===== config.mk =====
export PLATFORM = sky130hd
export DESIGN_NAME = jmr_bank
export DESIGN_NICKNAME = d
export VERILOG_FILES = /design/src/logic/jmr_pkg.sv /design/src/logic/jmr_cap_if.sv /design/src/logic/jmr_bank.sv /design/src/logic/jmr_capture.sv
export SDC_FILE = /design/constraint.sdc
export NUM_CORES = 1
export LEC_CHECK = 0
export BUFFER_PORTS_ARGS = -buffer_cell sky130_fd_sc_hd__buf_2
export CAP_MARGIN = 20
export CORE_UTILIZATION = 57
export CTS_CLUSTER_SIZE = 12
export DETAILED_ROUTE_END_ITERATION = 7
export PLACE_DENSITY_LB_ADDON = 0.15
export SLEW_MARGIN = 10
export SYNTH_ARGS = -nofsm -noshare
export SYNTH_HDL_FRONTEND = slang
export SYNTH_SLANG_ARGS = --single-unit
export TNS_END_PERCENT = 50

===== constraint.sdc =====
create_clock -name clk_in -period 17.1 [get_ports clk_in]
set_clock_uncertainty 0.15 [all_clocks]
set_input_delay 3.42 -clock clk_in [delete_from_list [all_inputs] [get_ports clk_in]]
set_output_delay 3.42 -clock clk_in [all_outputs]
set_load 0.02 [all_outputs]

===== src/logic/jmr_pkg.sv =====
package jmr_pkg;

	// ----------------------------------------
	// Register map
	// ----------------------------------------
	localparam int          JMR_ADDR_W     = 11;
	localparam logic [10:0] JMR_CFG_ADDR   = 11'h7E5; // Jitter measure config
	localparam logic [10:0] JMR_POS_L_ADDR = 11'h7E6; // Positive peak low byte
	localparam logic [10:0] JMR_POS_H_ADDR = 11'h7E7; // Positive peak high nibble
	localparam logic [10:0] JMR_NEG_L_ADDR = 11'h7E8; // Negative peak low byte
	localparam logic [10:0] JMR_NEG_H_ADDR = 11'h7E9; // Negative peak high nibble

	// Per-channel error count bytes, one page of 0x40 per channel
	localparam logic [5:0]  JMR_ERR_L_OFS  = 6'h23;   // Low byte offset in page
	localparam logic [5:0]  JMR_ERR_H_OFS  = 6'h24;   // High byte offset in page
	localparam logic [4:0]  JMR_CH0_PAGE   = 5'h1F;   // Page of reference channel

	// ----------------------------------------
	// Field positions and reset values
	// ----------------------------------------
	localparam int          JMR_BW_BIT     = 0;       // Bandwidth select
	localparam int          JMR_MD_BIT     = 1;       // Period select
	localparam int          JMR_STOP_BIT   = 2;       // Period stop
	localparam logic [2:0]  JMR_CFG_RESET  = 3'h0;
	localparam logic [11:0] JMR_PEAK_RESET = 12'h000;
	localparam logic [15:0] JMR_ERR_RESET  = 16'h0000;
	localparam logic [7:0]  JMR_RD_IDLE    = 8'h00;

	// ----------------------------------------
	// Timing
	// ----------------------------------------
	localparam int unsigned JMR_CLK_KHZ       = 20000; // 20 MHz system clock
	localparam int unsigned JMR_AUTO_PER_MS   = 1000;  // Automatic period in ms
	localparam int unsigned JMR_AUTO_CYCLES   = JMR_AUTO_PER_MS * JMR_CLK_KHZ;

endpackage


===== src/logic/jmr_cap_if.sv =====
`timescale 1ns/1ps
// Link between the register bank and the peak capture unit
interface jmr_cap_if;
	logic        ce;            // Clock enable
	logic        period_select; // 1: automatic period
	logic        stop;          // Stop bit as written
	logic [11:0] pos_peak;      // Running positive peak
	logic [11:0] neg_peak;      // Running negative peak
	logic        capture;       // End of round, results loaded
	logic [11:0] pos_result;    // Held positive peak
	logic [11:0] neg_result;    // Held negative peak

	modport bank (
		output ce, period_select, stop, pos_peak, neg_peak,
		input  capture, pos_result, neg_result
	);
	modport unit (
		input  ce, period_select, stop, pos_peak, neg_peak,
		output capture, pos_result, neg_result
	);
endinterface


===== src/logic/jmr_bank.sv =====
// The strobed register port is this design's own decision.
`timescale 1ns/1ps
// Behaviour
// - Each channel's high-byte error register reads bits 15 to 8 of its 16-bit error count.
// - Channels 1 to 16 and channel 0 each have such a register, and all read zero after reset.
// - Config bit 1 picks manual periods ended by the stop bit (0) or one-second periods (1).
// - In manual mode (config bit 1 clear), a 0-to-1 change of config bit 2 loads the current positive and negative peaks.
// - Config bit 0 selects the measurement bandwidth passed to the jitter front end.
// - The 12-bit positive peak reads as bits 7 to 0 in the low and 11 to 8 in the high register.
// - The peak result is overwritten at the end of every round, manual or automatic.
// - Config bits 7 to 3 are reserved and read zero, and the register resets to zero.
// - The negative peak register pair holds the peak in sixteenths of a unit interval.
module jmr_bank
	import jmr_pkg::*;
#(
	parameter int          NUM_CH      = 16,             // Line channels besides channel 0
	parameter int unsigned AUTO_CYCLES = JMR_AUTO_CYCLES // Cycles per automatic period
) (
	input  wire logic                     clk_in,               // System clock
	input  wire logic                     rst_in,               // Asynchronous reset, high
	input  wire logic                     ce_in,                // Clock enable
	input  wire logic [JMR_ADDR_W-1:0]    addr_in,              // Register address
	input  wire logic [7:0]               wdata_in,             // Write data
	input  wire logic                     wr_in,                // Write strobe
	input  wire logic                     rd_in,                // Read strobe
	output logic      [7:0]               rdata_out,            // Read data, cycle after strobe
	input  wire logic [(NUM_CH+1)*16-1:0] err_count_in,         // Error counts, channel 0 lowest
	input  wire logic [11:0]              pos_peak_in,          // Running positive peak
	input  wire logic [11:0]              neg_peak_in,          // Running negative peak
	output logic                          bandwidth_select_out, // Bandwidth select to front end
	output logic                          period_select_out,    // 1: automatic periods
	output logic                          round_restart_out     // Pulse: start a new round
);

	// ----------------------------------------
	// Declarations
	// ----------------------------------------
	localparam int NCH = NUM_CH + 1;

	logic [2:0]  cfg;
	logic [2:0]  next_cfg;
	logic [15:0] err_snap      [0:NCH-1];
	logic [15:0] next_err_snap [0:NCH-1];
	logic [7:0]  rdata;
	logic [7:0]  next_rdata;
	logic        bw_q;
	logic        next_bw_q;
	logic        md_q;
	logic        next_md_q;
	logic        restart_q;
	logic        next_restart_q;
	logic [5:0]  err_l_hit;
	logic [5:0]  err_h_hit;
	logic [11:0] pos_result;
	logic [11:0] neg_result;

	jmr_cap_if cap ();

	// ----------------------------------------
	// Address decoding
	// ----------------------------------------
	// Returns {hit, channel} for an error count byte at the given page offset
	function automatic logic [5:0] jmr_err_decode(
		input logic [JMR_ADDR_W-1:0] addr,
		input logic [5:0]            ofs
	);
		logic [4:0] page;
		logic [5:0] result;
		page   = addr[10:6];
		result = 6'h00;
		if (addr[5:0] == ofs) begin
			if (page == JMR_CH0_PAGE) begin
				result = 6'h20;
			end else if (32'(page) < NUM_CH) begin
				result = {1'b1, page + 5'h01};
			end
		end
		return result;
	endfunction

	assign err_l_hit = jmr_err_decode(addr_in, JMR_ERR_L_OFS);
	assign err_h_hit = jmr_err_decode(addr_in, JMR_ERR_H_OFS);

	// ----------------------------------------
	// Configuration register
	// ----------------------------------------
	// Only the three defined bits are stored; reserved bits are dropped
	always_comb begin
		next_cfg = cfg;
		if (ce_in && wr_in && (addr_in == JMR_CFG_ADDR)) begin
			next_cfg = wdata_in[2:0];
		end
	end

	always_ff @(posedge clk_in or posedge rst_in) begin
		if (rst_in) begin
			cfg <= JMR_CFG_RESET;
		end else begin
			cfg <= next_cfg;
		end
	end

	// ----------------------------------------
	// Error count snapshots
	// ----------------------------------------
	// Counts are sampled each enabled cycle so they read zero until the first sample
	genvar gi;
	generate
		for (gi = 0; gi < NCH; gi++) begin : g_err
			always_comb begin
				next_err_snap[gi] = err_snap[gi];
				if (ce_in) begin
					next_err_snap[gi] = err_count_in[gi*16 +: 16];
				end
			end

			always_ff @(posedge clk_in or posedge rst_in) begin
				if (rst_in) begin
					err_snap[gi] <= JMR_ERR_RESET;
				end else begin
					err_snap[gi] <= next_err_snap[gi];
				end
			end
		end
	endgenerate

	// ----------------------------------------
	// Peak capture unit
	// ----------------------------------------
	assign cap.ce            = ce_in;
	assign cap.period_select = cfg[JMR_MD_BIT];
	assign cap.stop          = cfg[JMR_STOP_BIT];
	assign cap.pos_peak      = pos_peak_in;
	assign cap.neg_peak      = neg_peak_in;
	assign pos_result        = cap.pos_result;
	assign neg_result        = cap.neg_result;

	jmr_capture #(
		.AUTO_CYCLES (AUTO_CYCLES)
	) u_capture (
		.clk_in (clk_in),
		.rst_in (rst_in),
		.cap    (cap)
	);

	// ----------------------------------------
	// Read path
	// ----------------------------------------
	// Data stand for the one enabled cycle after the strobe and hold while ce_in is low, zero otherwise
	always_comb begin
		next_rdata = rdata;
		if (ce_in) begin
			next_rdata = JMR_RD_IDLE;
			if (rd_in) begin
				if (err_h_hit[5]) begin
					next_rdata = err_snap[err_h_hit[4:0]][15:8];
				end else if (err_l_hit[5]) begin
					next_rdata = err_snap[err_l_hit[4:0]][7:0];
				end else begin
					unique case (addr_in)
						JMR_CFG_ADDR:   next_rdata = {5'h00, cfg};
						JMR_POS_L_ADDR: next_rdata = pos_result[7:0];
						JMR_POS_H_ADDR: next_rdata = {4'h0, pos_result[11:8]};
						JMR_NEG_L_ADDR: next_rdata = neg_result[7:0];
						JMR_NEG_H_ADDR: next_rdata = {4'h0, neg_result[11:8]};
						default:        next_rdata = JMR_RD_IDLE;
					endcase
				end
			end
		end
	end

	always_ff @(posedge clk_in or posedge rst_in) begin
		if (rst_in) begin
			rdata <= JMR_RD_IDLE;
		end else begin
			rdata <= next_rdata;
		end
	end

	// ----------------------------------------
	// Front end controls
	// ----------------------------------------
	// Registered copies of mode bits and the round restart pulse
	always_comb begin
		next_bw_q      = bw_q;
		next_md_q      = md_q;
		next_restart_q = restart_q;
		if (ce_in) begin
			next_bw_q      = cfg[JMR_BW_BIT];
			next_md_q      = cfg[JMR_MD_BIT];
			next_restart_q = cap.capture;
		end
	end

	always_ff @(posedge clk_in or posedge rst_in) begin
		if (rst_in) begin
			bw_q      <= 1'b0;
			md_q      <= 1'b0;
			restart_q <= 1'b0;
		end else begin
			bw_q      <= next_bw_q;
			md_q      <= next_md_q;
			restart_q <= next_restart_q;
		end
	end

	assign rdata_out            = rdata;
	assign bandwidth_select_out = bw_q;
	assign period_select_out    = md_q;
	assign round_restart_out    = restart_q;

endmodule


===== src/logic/jmr_capture.sv =====
`timescale 1ns/1ps
module jmr_capture
	import jmr_pkg::*;
#(
	parameter int unsigned AUTO_CYCLES = JMR_AUTO_CYCLES // Cycles per automatic period
) (
	input  wire logic clk_in, // System clock
	input  wire logic rst_in, // Asynchronous reset, high
	jmr_cap_if.unit   cap     // Link to the register bank
);

	localparam int TMR_W = (AUTO_CYCLES > 1) ? $clog2(AUTO_CYCLES) : 1;
	localparam logic [TMR_W-1:0] TMR_LAST = TMR_W'(AUTO_CYCLES - 1);

	logic [TMR_W-1:0] timer;
	logic [TMR_W-1:0] next_timer;
	logic             stop_prev;
	logic             next_stop_prev;
	logic [11:0]      pos_hold;
	logic [11:0]      next_pos_hold;
	logic [11:0]      neg_hold;
	logic [11:0]      next_neg_hold;
	logic             manual_end;
	logic             auto_end;

	// ----------------------------------------
	// End of measurement round
	// ----------------------------------------
	// Manual end on a rising stop bit, automatic end on timer wrap
	assign manual_end  = !cap.period_select && cap.stop && !stop_prev;
	assign auto_end    = cap.period_select && (timer == TMR_LAST);
	assign cap.capture = cap.ce && (manual_end || auto_end);

	// Timer runs only in automatic mode, restarts from zero on entry
	always_comb begin
		next_timer     = timer;
		next_stop_prev = stop_prev;
		if (cap.ce) begin
			next_stop_prev = cap.stop;
			if (!cap.period_select || auto_end) begin
				next_timer = '0;
			end else begin
				next_timer = timer + TMR_W'(1);
			end
		end
	end

	always_ff @(posedge clk_in or posedge rst_in) begin
		if (rst_in) begin
			timer     <= '0;
			stop_prev <= 1'b0;
		end else begin
			timer     <= next_timer;
			stop_prev <= next_stop_prev;
		end
	end

	// ----------------------------------------
	// Result registers
	// ----------------------------------------
	// Both peaks load together, overwriting the previous round
	always_comb begin
		next_pos_hold = pos_hold;
		next_neg_hold = neg_hold;
		if (cap.capture) begin
			next_pos_hold = cap.pos_peak;
			next_neg_hold = cap.neg_peak;
		end
	end

	always_ff @(posedge clk_in or posedge rst_in) begin
		if (rst_in) begin
			pos_hold <= JMR_PEAK_RESET;
			neg_hold <= JMR_PEAK_RESET;
		end else begin
			pos_hold <= next_pos_hold;
			neg_hold <= next_neg_hold;
		end
	end

	assign cap.pos_result = pos_hold;
	assign cap.neg_result = neg_hold;

endmodule


* Word level (Yosys, flattened, before mapping)
Cells that the tools add are included.
Cells by class: muxes and demuxes 15, equality and inequality tests 9, $lt $le $gt $ge 3, add/subtract/negate cells 2, reduce and logical (&&, ||, !) cells 10, bitwise logic cells 2
Operators with widths (number):
- 16-bit binary-select mux with 5-bit select | 2
- 11-bit == test, second input constant | 5
- 8-bit two-way mux | 5
- 8-bit one-hot mux with 5 select lines | 1
- 16-bit two-way mux | 2
- 25-bit by 1-bit adder with 25-bit output, second input constant | 1
- 25-bit == test, second input constant | 1
- 25-bit two-way mux | 1
- 6-bit two-way mux | 4
- 6-bit == test, second input constant | 2
- 6-bit >= comparator, second input constant | 2
- 5-bit inverter with 6-bit output | 2
- 1-bit logical AND | 6
- 5-bit by 1-bit adder with 5-bit output, second input constant | 1
- 5-bit == test, second input constant | 1
- 5-bit < comparator, second input constant | 1
- 1-bit zero test | 2
- 1-bit logical OR | 2
Storage, ports and cells: logic and storage cells 67, bits in registers 336, input port bits 320

* Longest topological paths before layout
Gate-level depths: netlist of the first run.
word-level depth 11, depth in mapped cells 11

* Hierarchy
From an unflattened synthesis of the first run, not the netlist that was laid out.
Unflattened totals: cell total of the unflattened synthesis 1304, area, all modules 16206.8 um^2
Modules (own cells, without submodules):
- jmr_bank | cells each 1096, instances 1, area an instance 13745.7 um^2, sequential area each 7156.9 um^2
- jmr_capture | cells each 208, instances 1, area an instance 2461.1 um^2, sequential area each 1251.2 um^2

* Worst setup path before layout of the first run
OpenSTA, ideal clock, no wires.
kind in2reg, start point input port addr_in[6], end point register rdata[6], in the netlist rdata_out[6], arrival 5.334 ns, buffers on the path 2, stages on the path 9, library setup time 0.144 ns, data required time 16.806 ns, setup slack 11.472 ns, cells stage by stage clkbuf_1 > or4b_4 > nor2_2 > buf_4 > mux2_2 > a21oi_1 > nor2_1 > a2111oi_0 > a211oi_2
Between the ends: word-level cells in the longest chain between the ends 11, elaborated cells between the ends (all ways) 24
Ends and longest elaborated chain:
- start: declaration | RTL line jmr_bank.sv:22 | input wire logic [JMR_ADDR_W-1:0] addr_in,
- 5-bit by 1-bit adder with 5-bit output or 5-bit < comparator (tied branches) | RTL line jmr_bank.sv:75, jmr_bank.sv:74
- 6-bit two-way mux | RTL line jmr_bank.sv:74 | end else if (32'(page) < NUM_CH) begin
- 6-bit two-way mux | RTL line jmr_bank.sv:72 | if (page == JMR_CH0_PAGE) begin
- 6-bit two-way mux | RTL line jmr_bank.sv:71 | if (addr[5:0] == ofs) begin
- 5-bit inverter with 6-bit output (not written as such) | RTL line jmr_bank.sv:158 | next_rdata = err_snap[err_l_hit[4:0]][7:0];
- 16-bit binary-select mux with 5-bit select | RTL line jmr_bank.sv:158
- 8-bit two-way mux (not written as such) (2 in a row) | RTL line jmr_bank.sv:158
- 8-bit two-way mux | RTL line jmr_bank.sv:157 | end else if (err_l_hit[5]) begin
- 8-bit two-way mux (*) | RTL line jmr_bank.sv:155 | if (err_h_hit[5]) begin
- 8-bit two-way mux (*) | RTL line jmr_bank.sv:154 | if (rd_in) begin
- end signal: assignment | RTL line jmr_bank.sv:177 | rdata <= next_rdata;
- end: declaration | RTL line jmr_bank.sv:44 | logic [7:0] rdata;
Every way passes the cells marked *; elsewhere a longest branch is shown, timed or not. The select of a mux whose other input is x is not followed. A chain may end at the register's enable or synchronous reset.

* Worst setup path in the final report of the first run
start point input port addr_in[6], end point register rdata[4], in the netlist rdata_out[4]
The elaborated chain is that of the path after synthesis.

==> summary.txt, run 1 <==
Run status
  – Status: completed

Floorplanning
  – I/O pin cnt: 331
  – Core Area: 27780 µm²
  – Die span in y: 169.9 µm
  – Die area: about 29000 µm²
  – Initial Util: 0.5781
  – Die width: 169.9 µm
  – # rows: 61

Setup path
  – Crit-path slowest cell: nand4_1
  – WP data arrival: roughly 7 ns
  – Critical Path Sink Type: register
  – Worst path cell trace: buf_2 -> ha_1 -> xor2_1 -> nand4_1 -> a31oi_1 -> o21ai_0 -> a211oi_1 -> a21oi_1 -> o41ai_2
  – Critical path peak fanout: 27
  – Worst endpoint required time: 17.37 ns
  – Kind of critical path: in2reg
  – Reg2Reg Setup Slack: around 14 ns
  – R2R Path End: u_capture.cap.pos_result[0]
  – R2R cell count: 8
  – CP startpoint kind: input port
  – Worst stage delay on the critical path: 0.78 ns
  – RR Startpoint: u_capture.timer[12]

Clock network
  – Hold buffers post-CTS: 0
  – Root buffer cell: clkbuf_16
  – Post-CTS setup repair buffer count: 0
  – Clk slew on worst S/H paths: 0.06 ns
  – TritonCTS clock tree: built
  – Clock sinks: roughly 340
  – Htree depth: 2
  – CTS max path bufs: 3
  – Clk_lat worst skew: between 0.5 and 0.6 ns
  – Number of CTS-inserted buffers: 38
  – Post-CTS Resized: 0

Synthesis
  – Synth unique cells: 94
  – EDFF count, synth: 0
  – Synthesis Warnings: 0
  – Synth area leader: dfrtp_1
  – Post-synth top area share: 0.5235
  – Syn Inst Count: 1323
  – Mapped Nets: 1645
  – Seq/Total Area, Yosys: 0.5235
  – Post-synthesis cell area: 16060 µm²
  – Async S/R FF share, synth: 1.000
  – Largest family of logic cells by synthesized area: multiplexers
  – Avg Inst Size Synth: 12.14 µm²
  – Compound-gate portion of the synthesized area: 0.08920
  – Mux cell area share after synthesis: 0.2447
  – Synth Area in XOR/XNOR: 0.01036
  – Area contributors post-synth: dfrtp_1 (52%), mux2_2 (20%), nand2_1 (3.2%), mux2i_1 (1.9%), mux2_4 (1.8%)
  – Adder-cell share of the synthesized area: 0.001558
  – Most used DFF post-synth: dfrtp_1
  – Simple logic cell fraction of the synthesized area: 0.1063
  – FF+latch count, synth: 336

Global routing
  – GRT Resource Usage Total: 0.3325
  – Gr ovfl total: 0
  – Global-route wire length before repair: ~72000 µm
  – Largest net degree at the start of global routing: 134
  – Vias in the first global route: 12540
  – Initial antenna violation count: 23

Finish
  – Post-layout util: 0.6952
  – Area of the multi-input gates: about 7300 µm²
  – Register area: between 8000 and 9000 µm²
  – Share of layout cells above drive strength 1: 0.4514
  – Post-route insts no fill: 2054
  – Nets: between 1500 and 2000
  – Finished Cell Area: 19310 µm²
  – Syn-to-layout area delta: 20.25%
  – FILL cells: 2188

Timing
  – Final period util: 0.3980
  – RSZ-0062 raised after global routing: false
  – Slew Viols, Final: 0
  – Final Hold Vio Count: 0
  – Max Clk Rate: roughly 150 MHz
  – Slew HR: 0.2808
  – Crit path time final: 6.806 ns
  – Tightest Pin Transition: 1.065 ns
  – Setup TNS: 0 ns
  – Setup violations, final: 0

Route
  – DR top layer: met5
  – Via count: 12310
  – Routed met3 length: a little over 4000 µm
  – DRT Wirelength: between 40000 and 50000 µm
  – Metal-1 WL: slightly below 20000 µm
  – 1st-iter DRT viols: 1035
  – WL/cell: between 20 and 25 µm
  – Wire length on met2: 21910 µm
  – Post-route ant nets: 0
  – Vias/cell: ~6.0
  – TritonRoute pass-1 iters: 7
  – Post-route DRC: 0

Job
  – # Max-Cap Violations: 0

Power
  – Pwr Density: 100.1 nW/µm²
  – P_sw: between 0.4 and 0.5 mW
  – Logic pwr share: 0.119
  – Clock network power share: 0.415
  – Sw frac: 0.2422
  – P_int: around 1.5 mW
  – Design Power: 1.933 mW
  – Part of the power in registers: 0.466
  – Leak Pwr: 8.721 nW
  – Worst vdd ir: 0.0001059 V

Place
  – Hpwl dp: 33940 µm
  – IO buf count: approximately 330
  – Cell count after placement: roughly 2000
  – Post-DP Area: 17990 µm²
  – Placer congestion estimate: 0.9602

Worst hold path
  – Hold depth: 1
  – Hold Path Sink: rdata_out[7]
  – Hold Startpoint: rdata_out[7]
  – HP Class: reg2reg
[kinds of logic after synthesis]
logic type	Yosys count
xor+xnor	19
compound gates	190
flops	336
mux	344
fa+ha+maj	2
simple gates	342
buf+inv	90
[cell usage in the layout (no fill, tap or decap), types with 5 or more instances in the layout]
| cell type | count |
|---|---|
| nor2b_1 | 14 |
| clkbuf_8 | 9 |
| buf_2 | 324 |
| nand2_1 | 135 |
| nor2_1 | 47 |
| mux2_2 | 292 |
| a211oi_1 | 13 |
| clkbuf_16 | 39 |
| a311oi_1 | 5 |
| diode_2 | 19 |
| o2111ai_1 | 6 |
| xor2_1 | 12 |
| nand2b_1 | 6 |
| and3_1 | 11 |
| buf_4 | 20 |
| o21ai_0 | 25 |
| clkinv_2 | 6 |
| a31oi_1 | 13 |
| xnor2_1 | 7 |
| inv_1 | 10 |
| a221oi_1 | 17 |
| clkbuf_1 | 8 |
| nand3_1 | 44 |
| o21a_1 | 5 |
| nor3_1 | 24 |
| nor4_1 | 6 |
| nand4_1 | 11 |
| mux2_4 | 19 |
| or4_1 | 7 |
| dfrtp_1 | 336 |
| a21oi_1 | 28 |
| mux2i_1 | 30 |
| a2111oi_0 | 6 |
[sequential cells by signal, summed over array words and instances, names as in the netlist]
| name | cells |
|---|---|
| err_snap | 272 |
| u_capture.timer | 25 |
| u_capture.cap.neg_result | 12 |
| u_capture.cap.pos_result | 12 |
| rdata_out | 8 |
| cfg | 3 |
| bandwidth_select_out | 1 |
| period_select_out | 1 |
| round_restart_out | 1 |
| u_capture.stop_prev | 1 |
[how the worst max path moves through the flow]
stage / start / endpoint
after global placement: addr_in[6] / rdata_out[4]
after CTS: addr_in[6] / rdata_out[4]
final: addr_in[6] / rdata_out[4]
after global routing: addr_in[6] / rdata_out[4]
after floorplan: rst_in / bandwidth_select_out
after detailed placement: addr_in[6] / rdata_out[4]
[power groups by stage]
| stage | Clock, mW | Sequential (mW) | Combinational (mW) |
|---|---|---|---|
| finish | 0.803 | 0.900 | 0.230 |
| floorplan | 0 | 0.902 | 0.147 |
| detailed placement | 0 | 0.913 | 0.228 |
| CTS | 0.812 | 0.899 | 0.229 |
| global placement | 0 | 0.909 | 0.222 |
| global route | 0.842 | 0.908 | 0.248 |
[routing by layer]
metal	vias up	track usage
met3	100	0.08233
met4	8	0.1410
li1	5513	-
met5	-	0
met1	6193	0.4470
met2	495	0.5148
[synthesized netlist by cell type (6+ instances only)]
library cell and n:
a2111oi_0 6, a211oi_1 13, a21oi_1 28, a221oi_1 17
a31oi_1 13, and3_1 11, buf_2 13, clkbuf_1 53
dfrtp_1 336, inv_1 11, mux2_2 292, mux2_4 19
mux2i_1 30, nand2_1 135, nand2b_1 6, nand3_1 44
nand4_1 11, nor2_1 48, nor2b_1 14, nor3_1 24
nor4_1 6, o2111ai_1 6, o21ai_0 25, or4_1 7
xnor2_1 7, xor2_1 12
[metrics by stage]
stage	hold WS [ns]	setup WS, ns
after floorplan	0.3154	4.220
after global placement	0.3226	9.942
after detailed placement	0.3346	9.942
after CTS	0.3473	10.45
after global routing	0.3631	10.12
final	0.3464	10.29
[worst max-delay path, delay by kind of cell]
| kind | cells | cell delay [ns] |
|---|---|---|
| XOR/XNOR | 1 | 0.57 |
| adder cells (fa/ha/maj) | 1 | 0.38 |
| AND/OR/NAND/NOR | 1 | 0.78 |
| AO/OA/AOI/OAI | 5 | 1.33 |
| buffers and inverters | 1 | 0.56 |
[cell type report]
type                    instances  area share
well taps                     378     0.02449
multi-input cells             897      0.3764
clock inverters                 9    0.005118
flip-flops and latches        336      0.4353
diodes                         19    0.002462
repair buffers                347     0.09497
clock buffers                  56     0.05850
inverters                      12    0.002721
No activity file was read; power rests on OpenSTA's default activity.
==> run 2: changes to the inputs <==
CORE_UTILIZATION = 50   (was 57)
clock period = 5.6 ns   (was 17.1 ns; I/O delays follow)
==> run 2 against run 1 <==
Effect of this change:
- via count down 0.24%
- sequential cell count unchanged
- final area up 0.60%
- worst setup slack worse by 8.7 ns
- wire length is 2.9% higher
- combinational power grew to 3.1 times the previous value
- cell count grew 1.6%
- register-to-register slack got worse by 11 ns
- largest cell class unchanged
==> summary.txt, run 2 (synthesized netlist as in run 1, its figures left out) <==
Run status
  – Status: completed

Global routing
  – Gr ovfl total: 0 (unchanged)
  – Most used routing layer: met2
  – Initial antenna violation count: 23 (unchanged)
  – M1 GR Usage: 0.4086 (-0.03839)
  – Met3 usage: 0.07498 (-0.007341)
  – Largest net degree at the start of global routing: 167 (+25%)
  – GRT Resource Usage Total: 0.2989 (-0.03365)
  – Global-route wire length before repair: 74510 µm (+3.4%)
  – Met2 Usage GRT: 0.4625 (-0.05233)
  – Vias in the first global route: 12500 (-0.32%)

Power
  – Clock network power share: 0.419 (+0.004)
  – P_int: 4.498 mW (+210%)
  – Worst vdd ir: 0.0002180 V (+110%)
  – Logic pwr share: 0.119 (about the same)
  – Part of the power in registers: 0.462 (-0.004)
  – P_sw: 1.459 mW (+210%)
  – Pwr Density: 306.6 nW/µm² (+210%)
  – Leak Pwr: 8.769 nW (+0.55%)
  – Sw frac: 0.2449 (+0.002674)

Route
  – WL/cell: 23.28 µm (+1.3%)
  – Vias/cell: 5.884 (-1.8%)
  – Via count: 12280 (-0.24%)
  – TritonRoute pass-1 iters: 6 (-1)
  – Post-route DRC: 0 (unchanged)
  – 1st-iter DRT viols: 961 (-7.1%)
  – Post-route ant nets: 0 (unchanged)
  – DRT Wirelength: 48590 µm (+2.9%)

Timing
  – Tightest Pin Transition: 1.056 ns (-0.009209 ns)
  – Max Clk Rate: around 250 MHz
  – Final period util: 0.7146
  – Setup TNS: 0 ns (unchanged)
  – RSZ-0062 raised after global routing: false
  – Slew Viols, Final: 0 (unchanged)
  – Setup violations, final: 0 (unchanged)
  – Crit path time final: 4.002 ns
  – Slew HR: 0.2894 (+0.008661)
  – Final Hold Vio Count: 0 (unchanged)

Setup path
  – CP top delay family: compound AO/OA/AOI/OAI gates
  – Buffers plus inverters on the worst setup path: 3 (+2)
  – CP startpoint kind: input port
  – Worst path cell trace: buf_2 -> ha_1 -> buf_4 -> nor2b_1 -> nand3_1 -> buf_4 -> a31oi_1 -> o2111ai_1 -> a311o_1 -> a211oi_1
  – Crit-path slowest cell: nor2b_1
  – Most used cell, CP: buf_4
  – Worst stage delay on the critical path: 0.68 ns (-0.10 ns)
  – WP data arrival: 4.28 ns (-2.79 ns)
  – Critical Path Sink Type: register
  – Reg2Reg Setup Slack: 2.25 ns (-11.45 ns)
  – Critical path peak fanout: 13 (-52%)
  – Worst endpoint required time: 5.87 ns (-11.50 ns)
  – Kind of critical path: in2reg

Place
  – Placer congestion estimate: 0.9139 (-4.8%)
  – IO buf count: 325 (unchanged)
  – Hpwl dp: 35450 µm (+4.4%)
  – Cell count after placement: 2003 (+1.8%)

Finish
  – Syn-to-layout area delta: 20.96%
  – FILL cells: 2658 (+21%)
  – Area of the multi-input gates: 7269 µm² (unchanged)
  – Max FFs per register: 272 (unchanged)
  – Top reg by flops: err_snap
  – Share of layout cells above drive strength 1: 0.4533 (+0.001875)
  – Commonest non-fill, non-tap cells in the layout: dfrtp_1 (336), buf_2 (324), mux2_2 (292)
  – Post-route insts no fill: 2087 (+1.6%)
  – Largest registers: err_snap x272, u_capture.timer x25
  – Register area: 8408 µm² (unchanged)
  – Commonest non-fill, non-tap cell in the layout: dfrtp_1
  – Nets: 1964 (+0.51%)

Floorplanning
  – Die span in y: 181.2 µm (+6.7%)
  – I/O pin cnt: 331 (unchanged)
  – Die width: 181.2 µm (+6.7%)
  – Die area: 32840 µm² (+14%)
  – Core Area: 31560 µm² (+14%)
  – Initial Util: 0.5090 (-0.06914)
  – # rows: 65 (+6.6%)

Clock network
  – Number of CTS-inserted buffers: 39 (+2.6%)
  – Hold buffers post-CTS: 0 (unchanged)
  – Post-CTS setup repair buffer count: 0 (unchanged)
  – CTS max path bufs: 3 (unchanged)
  – TritonCTS clock tree: built
  – Clk slew on worst S/H paths: 0.06 ns (about the same)
  – Post-CTS Resized: 0 (unchanged)
  – Clk_lat worst skew: 0.53 ns (about the same)
  – Clock sinks: 336 (unchanged)
  – Root buffer cell: clkbuf_16
  – Htree depth: 2 (unchanged)

Job
  – # Max-Cap Violations: 0 (unchanged)

Worst hold path
  – HP Class: reg2reg
[run 2: power by group through the flow]
stage	Clock, mW	Sequential [mW]	Combinational (mW)
global route	2.64	2.78	0.767
detailed placement	0	2.79	0.705
finish	2.50	2.75	0.708
CTS	2.54	2.75	0.710
floorplan	0	2.75	0.450
global placement	0	2.78	0.692
[run 2: worst reg2reg max path, delay by kind of cell, from the launching register on]
family	cells	cell delay, ns
AO/OA/AOI/OAI	2	0.43
buffers and inverters	1	0.29
flip-flops	1	0.45
multiplexers	1	0.36
AND/OR/NAND/NOR	4	1.57
[run 2: per-layer routing]
layer / vias to the layer above / share of wire / wire [µm]
met5: - / 0.0016 / 79
met4: 14 / 0.031 / 1505
met3: 97 / 0.084 / 4095
met2: 492 / 0.46 / 22300
met1: 6162 / 0.42 / 20610
li1: 5514 / - / -
[run 2: path summary, 6_finish.rpt]
check	start	to	depth (start not counted)
worst max register to register	u_capture.timer[12]	u_capture.cap.neg_result[0]	8
worst min register to register	period_select_out	period_select_out	1
worst max-delay path	addr_in[7]	rdata_out[2]	10
worst min-delay path	period_select_out	period_select_out	1
min in group asynchronous	rst_in	err_snap[167]	2
max in group asynchronous	rst_in	err_snap[97]	3
[run 2: area by class of cell]
cell class	count	share of cell area
Sequential cell	336	0.4328
Multi-Input combinational cell	897	0.3742
Timing Repair Buffer	356	0.09750
Clock buffer	63	0.06163
Tap cell	402	0.02589
Clock inverter	6	0.003606
Inverter	12	0.002512
Antenna cell	15	0.001932
[run 2: through the flow]
step	util	cell area (µm²)	setup slack, ns	power, mW	hold WS (ns)
after floorplan	-	16070	-0.1606	3.204	0.3154
after global placement	0.5743	18120	1.213	3.474	0.3208
after detailed placement	0.5743	18120	1.132	3.497	0.3401
after CTS	0.6145	19390	1.658	5.997	0.3528
after global routing	0.6154	19420	1.428	6.186	0.3647
final	0.6157	19430	1.598	5.957	0.3485
